`src/ums_pkg.sv`:
```
// package: addresses, bit positions, reset values and counts for the
// modem status, shared scratch and baud generator block.
// assumes: all users name items as ums_pkg::name, nothing is imported.
package ums_pkg;

  // ----------------------------------------------------------------
  // register addresses on the uart address lines
  // ----------------------------------------------------------------
  localparam logic [2:0] ADDR_DIV_LOW = 3'h0;
  localparam logic [2:0] ADDR_DIV_HIGH = 3'h1;
  localparam logic [2:0] ADDR_STATUS = 3'h6;
  localparam logic [2:0] ADDR_SCRATCH = 3'h7;

  // ----------------------------------------------------------------
  // status register field positions
  // ----------------------------------------------------------------
  localparam int FLAG_LSB = 0;
  localparam int STATE_LSB = 4;
  localparam int LINE_CTS = 0;
  localparam int LINE_DSR = 1;
  localparam int LINE_RI = 2;
  localparam int LINE_DCD = 3;

  // ----------------------------------------------------------------
  // reset values
  // ----------------------------------------------------------------
  localparam logic [7:0] SCRATCH_RST = 8'h00;
  localparam logic [7:0] DIV_LOW_RST = 8'h00;
  localparam logic [7:0] DIV_HIGH_RST = 8'h00;
  localparam logic [7:0] RDATA_RST = 8'h00;
  localparam logic [3:0] LINES_RST = 4'h0;
  localparam logic [3:0] CTL_OUT_INACTIVE = 4'hf;

  // ----------------------------------------------------------------
  // baud generator
  // ----------------------------------------------------------------
  localparam int REF_HZ = 1843200;
  localparam logic [15:0] COUNT_ONE = 16'h0001;
  localparam logic [15:0] COUNT_ZERO = 16'h0000;

endpackage

```
`src/ums_top.sv`:
```
// modem status register, shared scratch register and baud generator
// with its divisor latches, for the uart side of a modem device.
// assumes: all inputs synchronous to clock; control bits come from the
// surrounding uart registers; ref_tick pulses at the reference rate.
//
// Overview of operation
// RULE1: line states from internal control bits, or inverted pins when standalone.
// RULE2: change flags record any line change since last status read; read clears.
// RULE3: loop mode feeds cts, dsr, ri, dcd from rts, dtr, reset, int enable.
// RULE4: status bit 0 flags a clear-to-send change since last read.
// RULE5: status bit 1 flags a data-set-ready change since last read.
// RULE6: status bit 2 flags a ring-indicator change.
// RULE7: status bit 3 flags a carrier-detect change.
// RULE8: status bits 4..7 show cts, dsr, ri, dcd line states.
// RULE9: status register is read only; host writes leave it unchanged.
// RULE10: scratch at address 7 reachable from host bus and modem bus alike.
// RULE11: scratch keeps the value of whichever write came last.
// RULE12: with divisor access set, address 0 is divisor low, 1 divisor high.
// RULE13: divisor kept in two write-only 8-bit registers.
// RULE14: baud output divides the reference tick by the 16-bit divisor.
// RULE15: baud output runs at sixteen times the serial data rate.
// RULE16: baud output reaches its pin only while the pin enable bit is set.
// RULE17: writing either divisor byte reloads the down-counter at once.
// RULE18: software uses 384 for 300, 96 for 1200, 2304 for 50 bit/s.
// RULE19: loop mode ignores external line pins and forces control outputs off.
// RULE20: a change arriving with a status read keeps its flag set.
`timescale 1ns/1ns
module ums_top
(
  // clock and reset
  input wire logic clock,
  input wire logic rst,
  // host uart bus
  input wire logic [2:0] uart_address_lines,
  input wire logic host_rd,
  input wire logic host_wr,
  input wire logic [7:0] host_wdata,
  output logic [7:0] host_rdata,
  // modem controller bus, scratch only
  input wire logic mdm_scr_rd,
  input wire logic mdm_scr_wr,
  input wire logic [7:0] mdm_wdata,
  output logic [7:0] mdm_rdata,
  // uart control bits
  input wire logic divisor_access_bit,
  input wire logic standalone_select,
  input wire logic loop_mode,
  input wire logic [3:0] line_control_outputs,
  input wire logic [3:0] internal_line_bits,
  input wire logic baud_pin_enable,
  // external line pins, active low
  input wire logic cts_n,
  input wire logic dsr_n,
  input wire logic ri_n,
  input wire logic dcd_n,
  output logic [3:0] ctl_out_n,
  // baud generator
  input wire logic ref_tick,
  output logic baud_tick16,
  output logic baud_pin
);

  // ----------------------------------------------------------------
  // state
  // ----------------------------------------------------------------
  // line_control_outputs: [0] rts, [1] dtr, [2] int enable, [3] cpu reset
  logic [3:0] lines_r;
  logic [3:0] lines_nxt;
  logic [3:0] flags;
  logic status_rd;
  logic [7:0] scratch_r;
  logic [7:0] scratch_nxt;
  logic [7:0] div_low_r;
  logic [7:0] div_low_nxt;
  logic [7:0] div_high_r;
  logic [7:0] div_high_nxt;
  logic div_wr;
  logic [7:0] host_rdata_r;
  logic [7:0] host_rdata_nxt;
  logic [7:0] mdm_rdata_r;
  logic [7:0] mdm_rdata_nxt;
  logic [3:0] ctl_out_n_r;
  logic [3:0] ctl_out_n_nxt;
  logic baud_pin_r;
  logic baud_pin_nxt;
  logic tick16;

  // ----------------------------------------------------------------
  // line state source
  // ----------------------------------------------------------------
  always_comb
  begin
    if (loop_mode)
    begin
      lines_nxt[ums_pkg::LINE_CTS] = line_control_outputs[0]; // [RULE3]
      lines_nxt[ums_pkg::LINE_DSR] = line_control_outputs[1]; // [RULE3]
      lines_nxt[ums_pkg::LINE_RI] = line_control_outputs[3]; // [RULE3]
      lines_nxt[ums_pkg::LINE_DCD] = line_control_outputs[2]; // [RULE3]
    end
    else if (standalone_select)
    begin
      lines_nxt = ~{dcd_n, ri_n, dsr_n, cts_n}; // [RULE1] [RULE19]
    end
    else
    begin
      lines_nxt = internal_line_bits; // [RULE1]
    end
    // outward controls held inactive in loop mode
    ctl_out_n_nxt = loop_mode ? ums_pkg::CTL_OUT_INACTIVE
                              : ~line_control_outputs; // [RULE19]
  end

  // ----------------------------------------------------------------
  // change flags
  // ----------------------------------------------------------------
  // flags are built by line position, so bits 0..3 follow cts, dsr, ri, dcd
  assign status_rd = host_rd &&
                     uart_address_lines == ums_pkg::ADDR_STATUS; // [RULE2]

  ums_change_flags u_flags
  (
    .clock(clock),
    .rst(rst),
    .cur(lines_r),
    .clear(status_rd),
    .flags(flags)
  );

  // ----------------------------------------------------------------
  // scratch, divisor latches
  // ----------------------------------------------------------------
  // on a same-cycle double write the modem bus lands last
  always_comb
  begin
    scratch_nxt = scratch_r;
    div_low_nxt = div_low_r;
    div_high_nxt = div_high_r;
    div_wr = 1'b0;
    if (host_wr)
    begin
      case (uart_address_lines)
        ums_pkg::ADDR_SCRATCH:
        begin
          scratch_nxt = host_wdata; // [RULE10] [RULE11]
        end
        ums_pkg::ADDR_DIV_LOW:
        begin
          if (divisor_access_bit)
          begin
            div_low_nxt = host_wdata; // [RULE12] [RULE13]
            div_wr = 1'b1; // [RULE17]
          end
        end
        ums_pkg::ADDR_DIV_HIGH:
        begin
          if (divisor_access_bit)
          begin
            div_high_nxt = host_wdata; // [RULE12] [RULE13]
            div_wr = 1'b1; // [RULE17]
          end
        end
        default:
        begin
          // status address and others: writes have no effect here
          scratch_nxt = scratch_r; // [RULE9]
        end
      endcase
    end
    if (mdm_scr_wr)
    begin
      scratch_nxt = mdm_wdata; // [RULE10] [RULE11]
    end
  end

  // ----------------------------------------------------------------
  // read data
  // ----------------------------------------------------------------
  // divisor bytes are write only and read back as zero
  always_comb
  begin
    host_rdata_nxt = host_rdata_r;
    mdm_rdata_nxt = mdm_rdata_r;
    if (host_rd)
    begin
      case (uart_address_lines)
        ums_pkg::ADDR_STATUS:
        begin
          host_rdata_nxt = {lines_r, flags}; // [RULE4] [RULE5] [RULE6] [RULE7] [RULE8]
        end
        ums_pkg::ADDR_SCRATCH:
        begin
          host_rdata_nxt = scratch_r; // [RULE10]
        end
        default:
        begin
          host_rdata_nxt = ums_pkg::RDATA_RST; // [RULE13]
        end
      endcase
    end
    if (mdm_scr_rd)
    begin
      mdm_rdata_nxt = scratch_r; // [RULE10]
    end
  end

  // ----------------------------------------------------------------
  // baud generator
  // ----------------------------------------------------------------
  ums_baud_gen u_baud
  (
    .clock(clock),
    .rst(rst),
    .ref_tick(ref_tick),
    .divisor({div_high_r, div_low_r}),
    .reload(div_wr),
    .tick16(tick16)
  );

  always_comb
  begin
    baud_pin_nxt = tick16 & baud_pin_enable; // [RULE16]
  end

  // ----------------------------------------------------------------
  // registers
  // ----------------------------------------------------------------
  always_ff @(posedge clock)
  begin
    if (rst)
    begin
      lines_r <= ums_pkg::LINES_RST;
      scratch_r <= ums_pkg::SCRATCH_RST;
      div_low_r <= ums_pkg::DIV_LOW_RST;
      div_high_r <= ums_pkg::DIV_HIGH_RST;
      host_rdata_r <= ums_pkg::RDATA_RST;
      mdm_rdata_r <= ums_pkg::RDATA_RST;
      ctl_out_n_r <= ums_pkg::CTL_OUT_INACTIVE;
      baud_pin_r <= 1'b0;
      baud_tick16 <= 1'b0;
    end
    else
    begin
      lines_r <= lines_nxt;
      scratch_r <= scratch_nxt;
      div_low_r <= div_low_nxt;
      div_high_r <= div_high_nxt;
      host_rdata_r <= host_rdata_nxt;
      mdm_rdata_r <= mdm_rdata_nxt;
      ctl_out_n_r <= ctl_out_n_nxt;
      baud_pin_r <= baud_pin_nxt;
      baud_tick16 <= tick16; // [RULE15]
    end
  end

  assign host_rdata = host_rdata_r;
  assign mdm_rdata = mdm_rdata_r;
  assign ctl_out_n = ctl_out_n_r;
  assign baud_pin = baud_pin_r;
endmodule

```
`src/ums_change_flags.sv`:
```
// holds the four change flags of the modem status register.
// assumes: cur is registered in the caller; clear is the one-cycle
// status read strobe.
`timescale 1ns/1ns
module ums_change_flags
(
  // clock and reset
  input wire logic clock,
  input wire logic rst,
  // line states and read strobe
  input wire logic [3:0] cur,
  input wire logic clear,
  // change flags
  output logic [3:0] flags
);

  logic [3:0] prev_r;
  logic [3:0] prev_nxt;
  logic [3:0] flag_r;
  logic [3:0] flag_nxt;
  logic primed_r;
  logic primed_nxt;

  // ----------------------------------------------------------------
  // per-line change detect
  // ----------------------------------------------------------------
  // first cycle after reset only loads prev, so no false change
  genvar gi;
  generate
    for (gi = 0; gi < 4; gi++)
    begin : g_line
      always_comb
      begin
        flag_nxt[gi] = (flag_r[gi] & ~clear) |
                       (primed_r & (cur[gi] != prev_r[gi])); // [RULE2] [RULE20]
      end
    end
  endgenerate

  always_comb
  begin
    prev_nxt = cur;
    primed_nxt = 1'b1;
  end

  always_ff @(posedge clock)
  begin
    if (rst)
    begin
      prev_r <= ums_pkg::LINES_RST;
      flag_r <= ums_pkg::LINES_RST;
      primed_r <= 1'b0;
    end
    else
    begin
      prev_r <= prev_nxt;
      flag_r <= flag_nxt;
      primed_r <= primed_nxt;
    end
  end

  assign flags = flag_r;
endmodule

```
`src/ums_baud_gen.sv`:
```
// programmable baud generator: divides the reference tick by a 16-bit
// divisor and pulses once per divided period (16x the data rate).
// assumes: ref_tick is a one-cycle pulse at the 1.8432 MHz reference rate.
`timescale 1ns/1ns
module ums_baud_gen
(
  // clock and reset
  input wire logic clock,
  input wire logic rst,
  // reference and divisor
  input wire logic ref_tick,
  input wire logic [15:0] divisor,
  input wire logic reload,
  // output
  output logic tick16
);

  logic [15:0] count_r;
  logic [15:0] count_nxt;
  logic tick_r;
  logic tick_nxt;

  // ----------------------------------------------------------------
  // down-counter
  // ----------------------------------------------------------------
  // a zero divisor stops the output rather than counting 65536
  always_comb
  begin
    count_nxt = count_r;
    tick_nxt = 1'b0;
    if (reload)
    begin
      count_nxt = divisor; // [RULE17]
    end
    else if (ref_tick && divisor != ums_pkg::COUNT_ZERO)
    begin
      if (count_r <= ums_pkg::COUNT_ONE)
      begin
        count_nxt = divisor; // [RULE14]
        tick_nxt = 1'b1; // [RULE15]
      end
      else
      begin
        count_nxt = count_r - ums_pkg::COUNT_ONE;
      end
    end
  end

  always_ff @(posedge clock)
  begin
    if (rst)
    begin
      count_r <= ums_pkg::COUNT_ZERO;
      tick_r <= 1'b0;
    end
    else
    begin
      count_r <= count_nxt;
      tick_r <= tick_nxt;
    end
  end

  assign tick16 = tick_r;
endmodule

```
`config.mk`:
```
export PLATFORM = sky130hd
export DESIGN_NAME = ums_top
export DESIGN_NICKNAME = d
export VERILOG_FILES = /design/src/ums_pkg.sv /design/src/ums_top.sv /design/src/ums_change_flags.sv /design/src/ums_baud_gen.sv
export SDC_FILE = /design/constraint.sdc
export NUM_CORES = 1
export LEC_CHECK = 0
export ABC_AREA = 1
export BUFFER_PORTS_ARGS = -buffer_cell sky130_fd_sc_hd__buf_2
export CAP_MARGIN = 20
export CORE_MARGIN = 2
export CORE_UTILIZATION = 57
export CTS_BUF_LIST = sky130_fd_sc_hd__clkbuf_8
export CTS_CLUSTER_DIAMETER = 200
export DETAILED_ROUTE_END_ITERATION = 8
export PLACE_DENSITY_LB_ADDON = 0.25
export RECOVER_POWER = 100
export SLEW_MARGIN = 10
export SYNTH_ARGS = -nofsm -noshare
export SYNTH_HDL_FRONTEND = slang
export SYNTH_SLANG_ARGS = --single-unit
export TNS_END_PERCENT = 1
```
`constraint.sdc`:
```
create_clock -name clock -period 1.8 [get_ports clock]
set_input_delay 0.36 -clock clock [delete_from_list [all_inputs] [get_ports clock]]
set_output_delay 0.36 -clock clock [all_outputs]
set_load 0.02 [all_outputs]
```
## Word level (Yosys, flattened, before mapping)

Index checks and enable logic that the tools add are counted.
Widths: inputs -> output; s select.

| cells by class | value |
|---|---|
| add/sub/neg operators | 1 |
| $lt $le $gt $ge | 1 |
| equality and inequality tests | 7 |
| muxes and demuxes | 14 |
| bitwise gates (word level) | 17 |
| reduce and logical (&&, ||, !) cells | 13 |

Operator list:

| operator | count |
|---|---|
| $mux 16 | 3 |
| $mux 8 | 3 |
| $le 16x1->1 const B | 1 |
| $pmux 8 s2 | 1 |
| $reduce_bool 16->1 | 1 |
| $sub 16x1->16 const B | 1 |
| $and 1x1->1 | 9 |
| $mux 4 | 2 |
| $not 4->4 | 2 |
| $eq 3x3->1 const B | 2 |
| $reduce_and 3->1 | 2 |
| $reduce_bool 2->1 | 3 |
| $mux 1 | 5 |
| $ne 1x1->1 | 4 |
| $or 1x1->1 | 4 |
| $reduce_or 2->1 | 2 |
| $eq 3x1->1 const B | 1 |
| $logic_not 3->1 | 1 |
| $reduce_or 3->1 | 1 |
| $logic_and 1x1->1 | 2 |
| $not 1->1 | 2 |
| $reduce_and 2->1 | 1 |

| storage, ports and cells | value |
|---|---|
| flip-flop bits (word level) | 76 |
| input bits | 42 |
| output and inout port bits | 22 |
| word-level logic and storage cells | 67 |

## Depth between registers and ports, before layout

Gate-level depths: netlist of the first run.

| logic depth | value |
|---|---|
| word-level depth | 5 |
| gate-level depth with buffers | 13 |
| mapped depth without buffers | 13 |

## Modules after synthesis

Synthesis of the first run repeated with hierarchy kept, for this count alone.

| second synthesis, totals | value |
|---|---|
| cell total of the unflattened synthesis | 579 |
| area, all modules | 3773.6 um^2 |

Modules (own cells, without submodules):

| module | times used | cells an instance | area each (um^2) | sequential area each (um^2) |
|---|---|---|---|---|
| ums_top | 1 | 294 | 2058.2 | 1001.0 |
| ums_baud_gen | 1 | 241 | 1373.8 | 340.3 |
| ums_change_flags | 1 | 44 | 341.6 | 180.2 |

## Worst setup path after synthesis of the first run

Ideal clock, no wire load.

| timing | value |
|---|---|
| path type | flip-flop to flip-flop |
| start point | register u_baud.count_r[0] |
| end point | register u_baud.count_r[14] |
| library setup time | 128 ps |
| arrival time | 1358 ps |
| required time | 1672 ps |
| path slack | 314 ps |
| stages on the path, launching flop included | 14 |
| path buffers | 1 |
| period minus slack after synthesis | 1486 ps |
| cells stage by stage | dfxtp_1 > inv_1 > ha_1 > inv_1 > nand2_1 > nand2_1 > nor2_2 > nand2_4 > nand2_8 > buf_12 > nor2_1 > nor2_1 > nor2_1 > nor2_1 |

| on the way | value |
|---|---|
| longest elaborated chain between the ends | 4 |
| elaborated cells between the ends (all ways) | 5 |
| those cells by class | 1 x add/sub; 1 x order compare; 3 x mux |

RTL lines:

| item | line | source |
|---|---|---|
| from (decl) | ums_baud_gen.sv:18 | `logic [15:0] count_r;` |
| from (signal assigned) | ums_baud_gen.sv:53 | `count_r <= ums_pkg::COUNT_ZERO;` |
| from (signal assigned) | ums_baud_gen.sv:58 | `count_r <= count_nxt;` |
| $sub 16x1->16 / $le 16x1->1 (equally long branches) | ums_baud_gen.sv:44, ums_baud_gen.sv:37 |  |
| $mux 16 (*) | ums_baud_gen.sv:37 | `if (count_r <= ums_pkg::COUNT_ONE)` |
| $mux 16 (*) | ums_baud_gen.sv:35 | `else if (ref_tick && divisor != ums_pkg::COUNT_ZERO)` |
| $mux 16 (*) | ums_baud_gen.sv:31 | `if (reload)` |

Every way passes the cells marked *; elsewhere a longest branch is shown, timed or not. The select of a mux whose other input is x is not followed.
A chain may end at the register's enable or synchronous reset.

## Worst setup path after layout of the first run

| timing | value |
|---|---|
| start point | register u_baud.count_r[0] |
| end point | register u_baud.count_r[1] |

Same word-level chain as after synthesis.

==> results.json, run 1 <==
{
  "cap_violations": 0,
  "clock_skew_ps": 8.564,
  "drtIter0Drc": 301,
  "vdd_ir_drop_max_mv": 0.7533,
  "io_pins": 64,
  "postSynthAreaPerCell_um2": 6.919,
  "antennaDiodeCount": 0,
  "cpMostUsedCell": "inv_1",
  "pre_cts_slack_ps": 128.5,
  "final_nets": 615,
  "drt_wl_total_um": 8539,
  "hold_start": "line_control_outputs[1]",
  "cp_max_fo": 14,
  "setup_tns_ps": 0,
  "power_density_mw_per_mm2": 1280,
  "vias": 3472,
  "overflow": 0,
  "syn_nets": 552,
  "ant_nets": 0,
  "max_freq_mhz": 604.0,
  "globalplace.congestion": 0.8702,
  "status": "finished clean",
  "period_needed_ps": 1656,
  "grt_pass1_wl_um": 13750,
  "mostFrequentLayoutCell": "nand2_1",
  "clk_path_buf_depth": 2,
  "slew_headroom_pct": 50.90,
  "worst_setup_path_end_kind": "flip-flop",
  "async_flop_share_pct": 0,
  "grt_antenna_before_repair": 0,
  "synth_edf_count": 0,
  "critPathBufInv": 3,
  "syn_inst": 508,
  "core_area_mm2": 0.005956,
  "required_ps": 2050,
  "wl_per_cell_um": 13.12,
  "worstMarginPinSlew_ps": 736.5,
  "cts_max_level": 3,
  "yosys_warnings": 0,
  "crit_start": "u_baud.count_r[0]",
  "grt_pass1_vias": 2975,
  "layout_common_cells": "nand2_1 (116), nor2_1 (81), dfxtp_1 (76)",
  "holdWs_ps": 185.5,
  "die_h_um": 82.53,
  "hold_viol": 0,
  "critical_path.max_stage_delay_ps": 330,
  "yosysSeqAreaShare_pct": 43.29,
  "timing.final.max_slew_violations": 0,
  "cts_tree": "done",
  "yosys_most_used_dff": "dfxtp_1",
  "layout-drive-gt1-share_pct": 13.54,
  "worst_ep_arrival_time_ps": 1910,
  "synth_seq_cells": 76,
  "total_power_w": 0.005214,
  "ys_types": 27,
  "dieWidth_um": 82.53,
  "clk_pin_slew_ps": 90,
  "critical_path_class": "flip-flop to flip-flop",
  "cts.sinks": 76,
  "drt-pass1-iter-count": 5,
  "synth_area_mm2": 0.003515,
  "dieArea_mm2": 0.006810,
  "start_kind": "flip-flop",
  "io_buffers": 63,
  "path_cells": "inv_1 -> ha_2 -> inv_1 -> nand2_1 -> nand2_1 -> nor2_2 -> nand2_4 -> nand2_8 -> inv_1 -> o21ai_0 -> a21oi_1",
  "hpwl_um": 6035,
  "cts_made_buffers": 9,
  "drc": 0,
  "cts_root_buf": "clkbuf_8",
  "grt_util_all_layers_pct": 26.55,
  "r2r-start": "u_baud.count_r[0]",
  "initial_core_util_pct": 59.01,
  "routed_via_density": 5.333,
  "hp-class": "input pin to flip-flop",
  "rows": 28,
  "p_leak_nw": 1.809,
  "final-setup-viol-count": 0,
  "grt_start_max_net_pins": 31,
  "critical-path-top-delay-family": "simple AND/OR/NAND/NOR gates",
  "synthToLayoutAreaGrowth_pct": 15.91,
  "final.setup.worst_slack_ps": 144.3,
  "slowest_stage": "dfxtp_1",
  "clk_latency_ps": 360,
  "fillers": 529,
  "period_share_pct": 91.98,
  "fin_util_pct": 68.40
}
==> logic make-up after synthesis <==
group	synth area share (%)
AOI/OAI and AO/OA	15.56
buffers and inverters	8.936
adders and majority gates	0.7119
xor gates and xnor gates	1.994
DFF	43.29
and+or+nand+nor	29.51
==> path summary, 6_finish.rpt <==
path | to | slack (ps) | depth (start not counted)
worst max-delay path | u_baud.count_r[1] | 140 | 11
worst min-delay path | ctl_out_n[1] | 190 | 2
worst max register to register | u_baud.count_r[1] | 140 | 11
worst min register to register | baud_tick16 | 420 | 2
==> stage by stage <==
stage          area (um^2)  std cells
2_1_floorplan         3515        508
3_3_place_gp          3881        634
3_5_place_dp          3881        634
4_1_cts               4099        650
5_1_grt               4074        651
6_report              4074        651
==> repair_timing <==
item                       in CTS  in global routing
setup endpoints to repair       0                  8
hold buffers                    0                  0
resized for setup               0                  1
buffers inserted                0                  0
==> where the power goes <==
part | internal, W | switching (W) | leakage [nW] | total, W
clock | 0.000736 | 0.000696 | 0.108 | 0.00143
combinational | 0.000640 | 0.00117 | 1.08 | 0.00181
sequential | 0.00183 | 0.000136 | 0.623 | 0.00197
==> registers in the layout, summed over array words and instances, names as in the netlist, 4 cells and up <==
register        flops
u_baud.count_r     16
u_flags.prev_r      4
scratch_r           8
div_high_r          8
mdm_rdata           8
u_flags.flags       4
host_rdata          8
div_low_r           8
lines_r             4
ctl_out_n           4
==> synth_stat cells (2+ instances only) <==
cell type | count | area, um^2
a31oi_1 | 12 | 75.07
nand4_1 | 5 | 31.28
nor2_2 | 9 | 56.30
nor2_1 | 81 | 304.0
nand2_2 | 2 | 12.51
a31o_2 | 2 | 17.52
inv_1 | 55 | 206.5
clkbuf_1 | 9 | 33.78
nor2_4 | 2 | 22.52
nand3_1 | 23 | 115.1
ha_1 | 2 | 25.02
nand2_1 | 116 | 435.4
inv_2 | 2 | 7.510
o21ai_0 | 52 | 260.3
o21ai_1 | 6 | 30.03
buf_2 | 7 | 35.03
xor2_1 | 8 | 70.07
a21oi_1 | 31 | 155.2
dfxtp_1 | 76 | 1521
==> cell type report <==
type,instances,area (um^2),share of cell area (%)
clock buffers,11,151.4,3.716
flip-flops and latches,76,1521,37.35
inverters,57,214.0,5.252
repair buffers,69,334.1,8.200
multi-input cells,358,1693,41.55
well taps,75,93.84,2.303
clock inverters,5,66.31,1.628
==> metal layers <==
metal	global-route usage (%)	wire length, um	share of wire, %
met1	38.18	3932	46
met2	38.87	3828	45
met3	5.652	651	7.6
met4	10.16	127	1.5
met5	0	0	0
Power figures use the tool's default switching activity.
==> run 2, diff against run 1 <==
- CORE_UTILIZATION: 57 -> 58
- REMOVE_ABC_BUFFERS: default -> 1
- SYNTH_HIERARCHICAL: default -> 1
==> results.json, run 2 <==
{
  "cp_max_fo": 27,
  "p_leak_nw": 1.985,
  "hold_viol": 0,
  "cts_tree": "done",
  "drt-pass1-iter-count": 5,
  "vias": 3765,
  "final-setup-viol-count": 0,
  "core_area_mm2": 0.006314,
  "status": "finished clean",
  "ys_types": 30,
  "yosys-top-cells-area": "dfxtp_1 (40%), nand2_1 (17%), nor2_1 (9.2%), inv_1 (6.0%), nand3_1 (5.3%)",
  "met1Wirelength_um": 3842,
  "async_flop_share_pct": 0,
  "cts_resized": 0,
  "hp-class": "input pin to flip-flop",
  "place_area_mm2": 0.004136,
  "cts_made_buffers": 9,
  "critical_path.max_stage_delay_ps": 390,
  "synth_top_area_share_pct": 40.32,
  "antennaDiodeCount": 0,
  "top_layer": "met4",
  "routed_via_density": 5.193,
  "layout_common_cells": "nand2_1 (173), nor2_1 (93), dfxtp_1 (76)",
  "power_density_mw_per_mm2": 1015,
  "critical_path_class": "flip-flop to flip-flop",
  "start_kind": "flip-flop",
  "cts_root_buf": "clkbuf_8",
  "grt_pass1_wl_um": 14840,
  "rr_worst_depth": 12,
  "period_share_pct": 91.47,
  "hpwl_um": 6622,
  "die_h_um": 84.66,
  "r2r-start": "u_baud/count_r[0]",
  "initial_core_util_pct": 59.77,
  "final_nets": 688,
  "yosysMostFrequentCell": "nand2_1",
  "synth_edf_count": 0,
  "io_pins": 64,
  "fillers": 582,
  "synthTopCellsByCount": "nand2_1 (171), nor2_1 (92), dfxtp_1 (76)",
  "r2r-end": "u_baud/count_r[9]",
  "synth_area_mm2": 0.003774,
  "worst_setup_path_end_kind": "flip-flop",
  "postCtsSetupBuffers": 0,
  "clk_pin_slew_ps": 70,
  "timing.final.max_slew_violations": 0,
  "cts.sinks": 76,
  "min_to": "ctl_out_n[0]",
  "wl_met3_um": 410,
  "hold_depth": 2,
  "hold_start": "line_control_outputs[0]",
  "globalplace.congestion": 0.9677,
  "grt_pass1_vias": 3381,
  "drc": 0,
  "drt_wl_total_um": 8831,
  "max_freq_mhz": 607.4,
  "worstMarginPinSlew_ps": 561.6,
  "yosysSeqAreaShare_pct": 40.32,
  "clk_latency_ps": 350,
  "drtIter0Drc": 183,
  "layout-drive-gt1-share_pct": 13.58,
  "cpMostUsedCell": "nand2_1",
  "wl_per_cell_um": 12.18,
  "postSynthAreaPerCell_um2": 6.517,
  "yosys_warnings": 6,
  "pre_cts_slack_ps": 75.24,
  "holdWs_ps": 184.5,
  "path_cells": "inv_1 -> ha_1 -> inv_1 -> nand2_1 -> nand2_1 -> nor2_2 -> nand2_2 -> nand2_8 -> nand2_2 -> nand2_1 -> nor2_1 -> nor2_1",
  "final_area_mm2": 0.004283,
  "largest_register_ffs": 16,
  "grt_start_max_net_pins": 28,
  "dieArea_mm2": 0.007167,
  "synth_top_area_cell": "dfxtp_1",
  "required_ps": 2040,
  "clock_skew_ps": 4.432,
  "rows": 29,
  "grt_antenna_before_repair": 0,
  "slowest_stage": "dfxtp_1",
  "yosys_most_used_dff": "dfxtp_1",
  "final.setup.worst_slack_ps": 153.5,
  "io_buffers": 63,
  "cap_violations": 0,
  "synthToLayoutAreaGrowth_pct": 13.49,
  "regMostFlops": "u_baud/count_r",
  "vdd_ir_drop_max_mv": 0.6161,
  "slew_headroom_pct": 62.42,
  "syn_inst": 579,
  "worst_ep_arrival_time_ps": 1890,
  "dieWidth_um": 84.66,
  "hold_buffers": 0,
  "period_needed_ps": 1646,
  "overflow": 0,
  "cts_max_level": 3,
  "ant_nets": 0,
  "mostFrequentLayoutCell": "nand2_1",
  "route.met2.wl_um": 4251,
  "synth_seq_cells": 76,
  "clk_path_buf_depth": 2,
  "grt_util_all_layers_pct": 25.61,
  "regToRegSetupSlack_ps": 150
}
[run 2: changes by cell type after synthesis, moves of 10 or more]
cell / delta
nand2_2: +10
o21ai_0: -19
nand3_1: +17
nand2_1: +55
a31oi_1: -12
nor2_1: +11
[run 2: per-layer routing]
metal	GRT usage, %	vias up
li1	-	1936
met1	32.76	1678
met2	41.16	121
met3	3.540	30
met4	15.15	0
met5	0	-
[run 2: critical path, delay by kind of cell, from the launching register on]
kind	cells	cell delay (ps)
adder cells (fa/ha/maj)	1	230
flip-flops	1	390
buffers and inverters	2	160
AND/OR/NAND/NOR	9	760
[run 2: layout make-up]
class | instances | area [um^2] | share of cell area [%]
repair buffers | 72 | 340.3 | 7.946
inverters | 62 | 237.7 | 5.551
clock buffers | 10 | 137.6 | 3.214
multi-input cells | 423 | 1897 | 44.29
well taps | 77 | 96.34 | 2.249
flip-flops and latches | 76 | 1521 | 35.52
clock inverters | 5 | 52.55 | 1.227
[run 2: cells by family (layout without fill, tap and decap cells)]
kind of cell / Yosys count / after routing / share of synthesized area [%]
simple gates: 345 / 345 / 38.79
buf+inv: 80 / 149 / 9.251
flops: 76 / 76 / 40.32
compound gates: 72 / 72 / 10.05
xor+xnor: 4 / 4 / 0.9286
fa+ha+maj: 2 / 2 / 0.6630
[run 2: worst max path at each step]
stage | depth (start not counted) | end | slack (ps) | start
floorplan | 13 | u_baud/count_r[6] | 260 | u_baud/count_r[0]
global placement | 10 | u_baud/count_r[4] | 90 | host_wr
detailed placement | 13 | u_baud/count_r[2] | 80 | u_baud/count_r[0]
CTS | 12 | u_baud/count_r[5] | 50 | u_baud/count_r[0]
global route | 13 | u_baud/count_r[13] | -3 | u_baud/count_r[0]
finish | 12 | u_baud/count_r[9] | 150 | u_baud/count_r[0]
[run 2: stage by stage]
stage	power [W]	util [%]	std cells	TNS (ps)
2_1_floorplan	0.002772	-	561	0
5_1_grt	0.004613	67.84	725	-3.288
6_report	0.004345	67.84	725	0
4_1_cts	0.004358	68.53	725	0
3_5_place_dp	0.003095	65.52	710	0
3_3_place_gp	0.003070	65.52	710	0
[run 2: power breakdown]
group          switching (W)  total (W)  internal [W]
Sequential         0.0000937    0.00188       0.00179
Combinational       0.000790    0.00120      0.000414
Clock               0.000598    0.00126      0.000663
Total                0.00148    0.00435       0.00286
==> run 3, diff against run 2 <==
- ABC_AREA: 1 -> default
==> results.json, run 3 <==
{
  "hp-class": "input pin to flip-flop",
  "slew_headroom_pct": 49.71,
  "cp_max_fo": 10,
  "core_area_mm2": 0.005956,
  "comb_power_share_pct": 44.2,
  "clkPwrFrac_pct": 20.8,
  "synth_top_area_share_pct": 42.35,
  "synthToLayoutAreaGrowth_pct": 22.22,
  "regToRegSetupSlack_ps": -90,
  "slowest_stage": "or4_4",
  "hold_depth": 2,
  "cts_root_buf": "clkbuf_8",
  "yosys_most_used_dff": "dfxtp_1",
  "netSwitchingFraction_pct": 37.04,
  "wl_per_cell_um": 15.70,
  "io_pins": 64,
  "worst_setup_path_end_kind": "flip-flop",
  "critical_path.max_stage_delay_ps": 530,
  "hpwl_um": 6652,
  "hold_start": "line_control_outputs[0]",
  "rsz0062_at_grt": "true",
  "final-setup-viol-count": 13,
  "p_int_w": 0.003436,
  "worst_ep_arrival_time_ps": 2150,
  "mostFrequentLayoutCell": "dfxtp_1",
  "clock_skew_ps": 8.433,
  "status": "finished, violations left",
  "sequentialPowerShare_pct": 35.0,
  "rows": 28,
  "r2r-end": "u_baud/count_r[14]",
  "layout_common_cells": "dfxtp_1 (75), buf_4 (47), buf_2 (37)",
  "power_density_mw_per_mm2": 1243,
  "timing.final.max_slew_violations": 0,
  "overflow": 0,
  "ys_types": 49,
  "grt_antenna_before_repair": 0,
  "required_ps": 2060,
  "regMostFlops": "u_baud/count_r",
  "dieArea_mm2": 0.006839,
  "cts_tree": "done",
  "io_buffers": 63,
  "hold_viol": 0,
  "setup_tns_ps": -604.4,
  "start_kind": "flip-flop",
  "yosys-top-cells-area": "dfxtp_1 (42%), mux2i_1 (9.2%), nor3_1 (4.7%), nand2b_1 (4.5%), a2111oi_2 (3.3%)",
  "drtIter0Drc": 249,
  "vias": 3257,
  "cap_violations": 0,
  "period_needed_ps": 1888,
  "switching_power_w": 0.002022,
  "vdd_ir_drop_max_mv": 0.8682,
  "final.setup.worst_slack_ps": -88.20,
  "synthTopCellsByCount": "dfxtp_1 (76), nor3_1 (34), mux2i_1 (33)",
  "yosys_warnings": 6,
  "hold_buffers": 0,
  "grt_start_max_net_pins": 28,
  "critical_path_class": "flip-flop to flip-flop",
  "final_nets": 535,
  "syn_inst": 388,
  "cts_max_level": 3,
  "async_flop_share_pct": 0,
  "synth_top_area_cell": "dfxtp_1",
  "synth_seq_cells": 76,
  "drc": 0,
  "p_leak_nw": 1.852,
  "die_h_um": 82.70,
  "path_cells": "or4_4 -> nor3_4 -> a21o_1 -> buf_4 -> o21ai_1 -> a221oi_2",
  "grt_pass1_vias": 3109,
  "drt-pass1-iter-count": 5,
  "routed_via_density": 5.704,
  "postSynthAreaPerCell_um2": 9.258,
  "worstMarginPinSlew_ps": 754.3,
  "cts_made_buffers": 9,
  "yosysMostFrequentCell": "dfxtp_1",
  "synth_area_mm2": 0.003592,
  "grt_pass1_wl_um": 14780,
  "largest_register_ffs": 16,
  "fin_util_pct": 73.72,
  "place_area_mm2": 0.004275,
  "clk_pin_slew_ps": 80,
  "min_to": "ctl_out_n[0]",
  "ant_nets": 0,
  "period_share_pct": 104.9,
  "dieWidth_um": 82.70,
  "drt_wl_total_um": 8964,
  "max_freq_mhz": 529.6,
  "initial_core_util_pct": 60.32,
  "antennaDiodeCount": 0,
  "layout-drive-gt1-share_pct": 25.60,
  "r2r-start": "u_baud/count_r[14]",
  "grt_util_all_layers_pct": 28.71,
  "violations": "negative setup slack",
  "cts.sinks": 76,
  "synth_edf_count": 0,
  "rr_worst_depth": 6,
  "holdWs_ps": 185.6,
  "clk_path_buf_depth": 2,
  "final_area_mm2": 0.004390,
  "yosysSeqAreaShare_pct": 42.35,
  "clk_latency_ps": 350,
  "globalplace.congestion": 0.9003
}
run 3: how the worst max path moves through the flow:
stage / slack (ps) / start / cells after the start / to
3_3_place_gp: -70 / u_baud/count_r[13] / 6 / u_baud/count_r[5]
4_1_cts: -70 / u_baud/count_r[14] / 6 / u_baud/count_r[14]
3_5_place_dp: -130 / u_baud/count_r[14] / 6 / u_baud/count_r[5]
6_report: -90 / u_baud/count_r[14] / 6 / u_baud/count_r[14]
5_1_grt: -190 / u_baud/count_r[0] / 9 / u_baud/count_r[6]
2_1_floorplan: -170 / u_baud/count_r[13] / 5 / u_baud/count_r[13]
run 3: layer usage:
metal | vias to the layer above | track usage (%) | share of wire (%)
met3 | 13 | 7.500 | 8.2
li1 | 1586 | - | -
met2 | 143 | 43.71 | 45
met4 | 0 | 7.377 | 0.99
met5 | - | 0 | 0
met1 | 1515 | 40.46 | 46
run 3: logic make-up after synthesis:
logic type                 Yosys count  synth area share (%)
DFF                                 76                 42.35
AOI/OAI and AO/OA                   69                 16.13
buffers and inverters               53                 6.862
adders and majority gates            2                0.6965
muxes                               33                 9.195
xor gates and xnor gates             4                0.9752
and+or+nand+nor                    151                 23.79
run 3: final cells by class:
| type | instances | area [um^2] |
|---|---|---|
| Multi-Input combinational cell | 259 | 1819 |
| Fill cell | 481 | 1565 |
| Sequential cell | 76 | 1523 |
| Timing Repair Buffer | 115 | 673.1 |
| Clock buffer | 9 | 123.9 |
| Inverter | 30 | 112.6 |
| Tap cell | 75 | 93.84 |
| Clock inverter | 7 | 45.04 |
run 3: what timing repair did:
action	4_1_cts	5_1_grt
pin swaps	1	1
setup endpoints to repair	16	17
gates resized for setup	6	4
buffers inserted	1	0
run 3: per-stage QoR:
step / power, W / worst slack [ps] / std cells
after floorplan: 0.003246 / -166.3 / 365
after global placement: 0.004166 / -70.79 / 554
after detailed placement: 0.004216 / -128.9 / 554
after CTS: 0.005394 / -69.50 / 571
after global routing: 0.005793 / -191.2 / 571
final: 0.005458 / -88.20 / 571
run 3: critical path: cells and delay by family, from the launching register on:
| kind | cells | cell delay [ps] |
|---|---|---|
| and+or+nand+nor | 2 | 750 |
| AOI/OAI and AO/OA | 3 | 540 |
| DFF | 1 | 340 |
| buffers and inverters | 1 | 170 |
run 3: power groups by stage:
stage	Combinational (W)	Clock [W]	Sequential, W
floorplan	0.00129	0	0.00196
global placement	0.00223	0	0.00194
detailed placement	0.00227	0	0.00194
CTS	0.00235	0.00114	0.00191
global route	0.00264	0.00123	0.00192
finish	0.00241	0.00113	0.00191
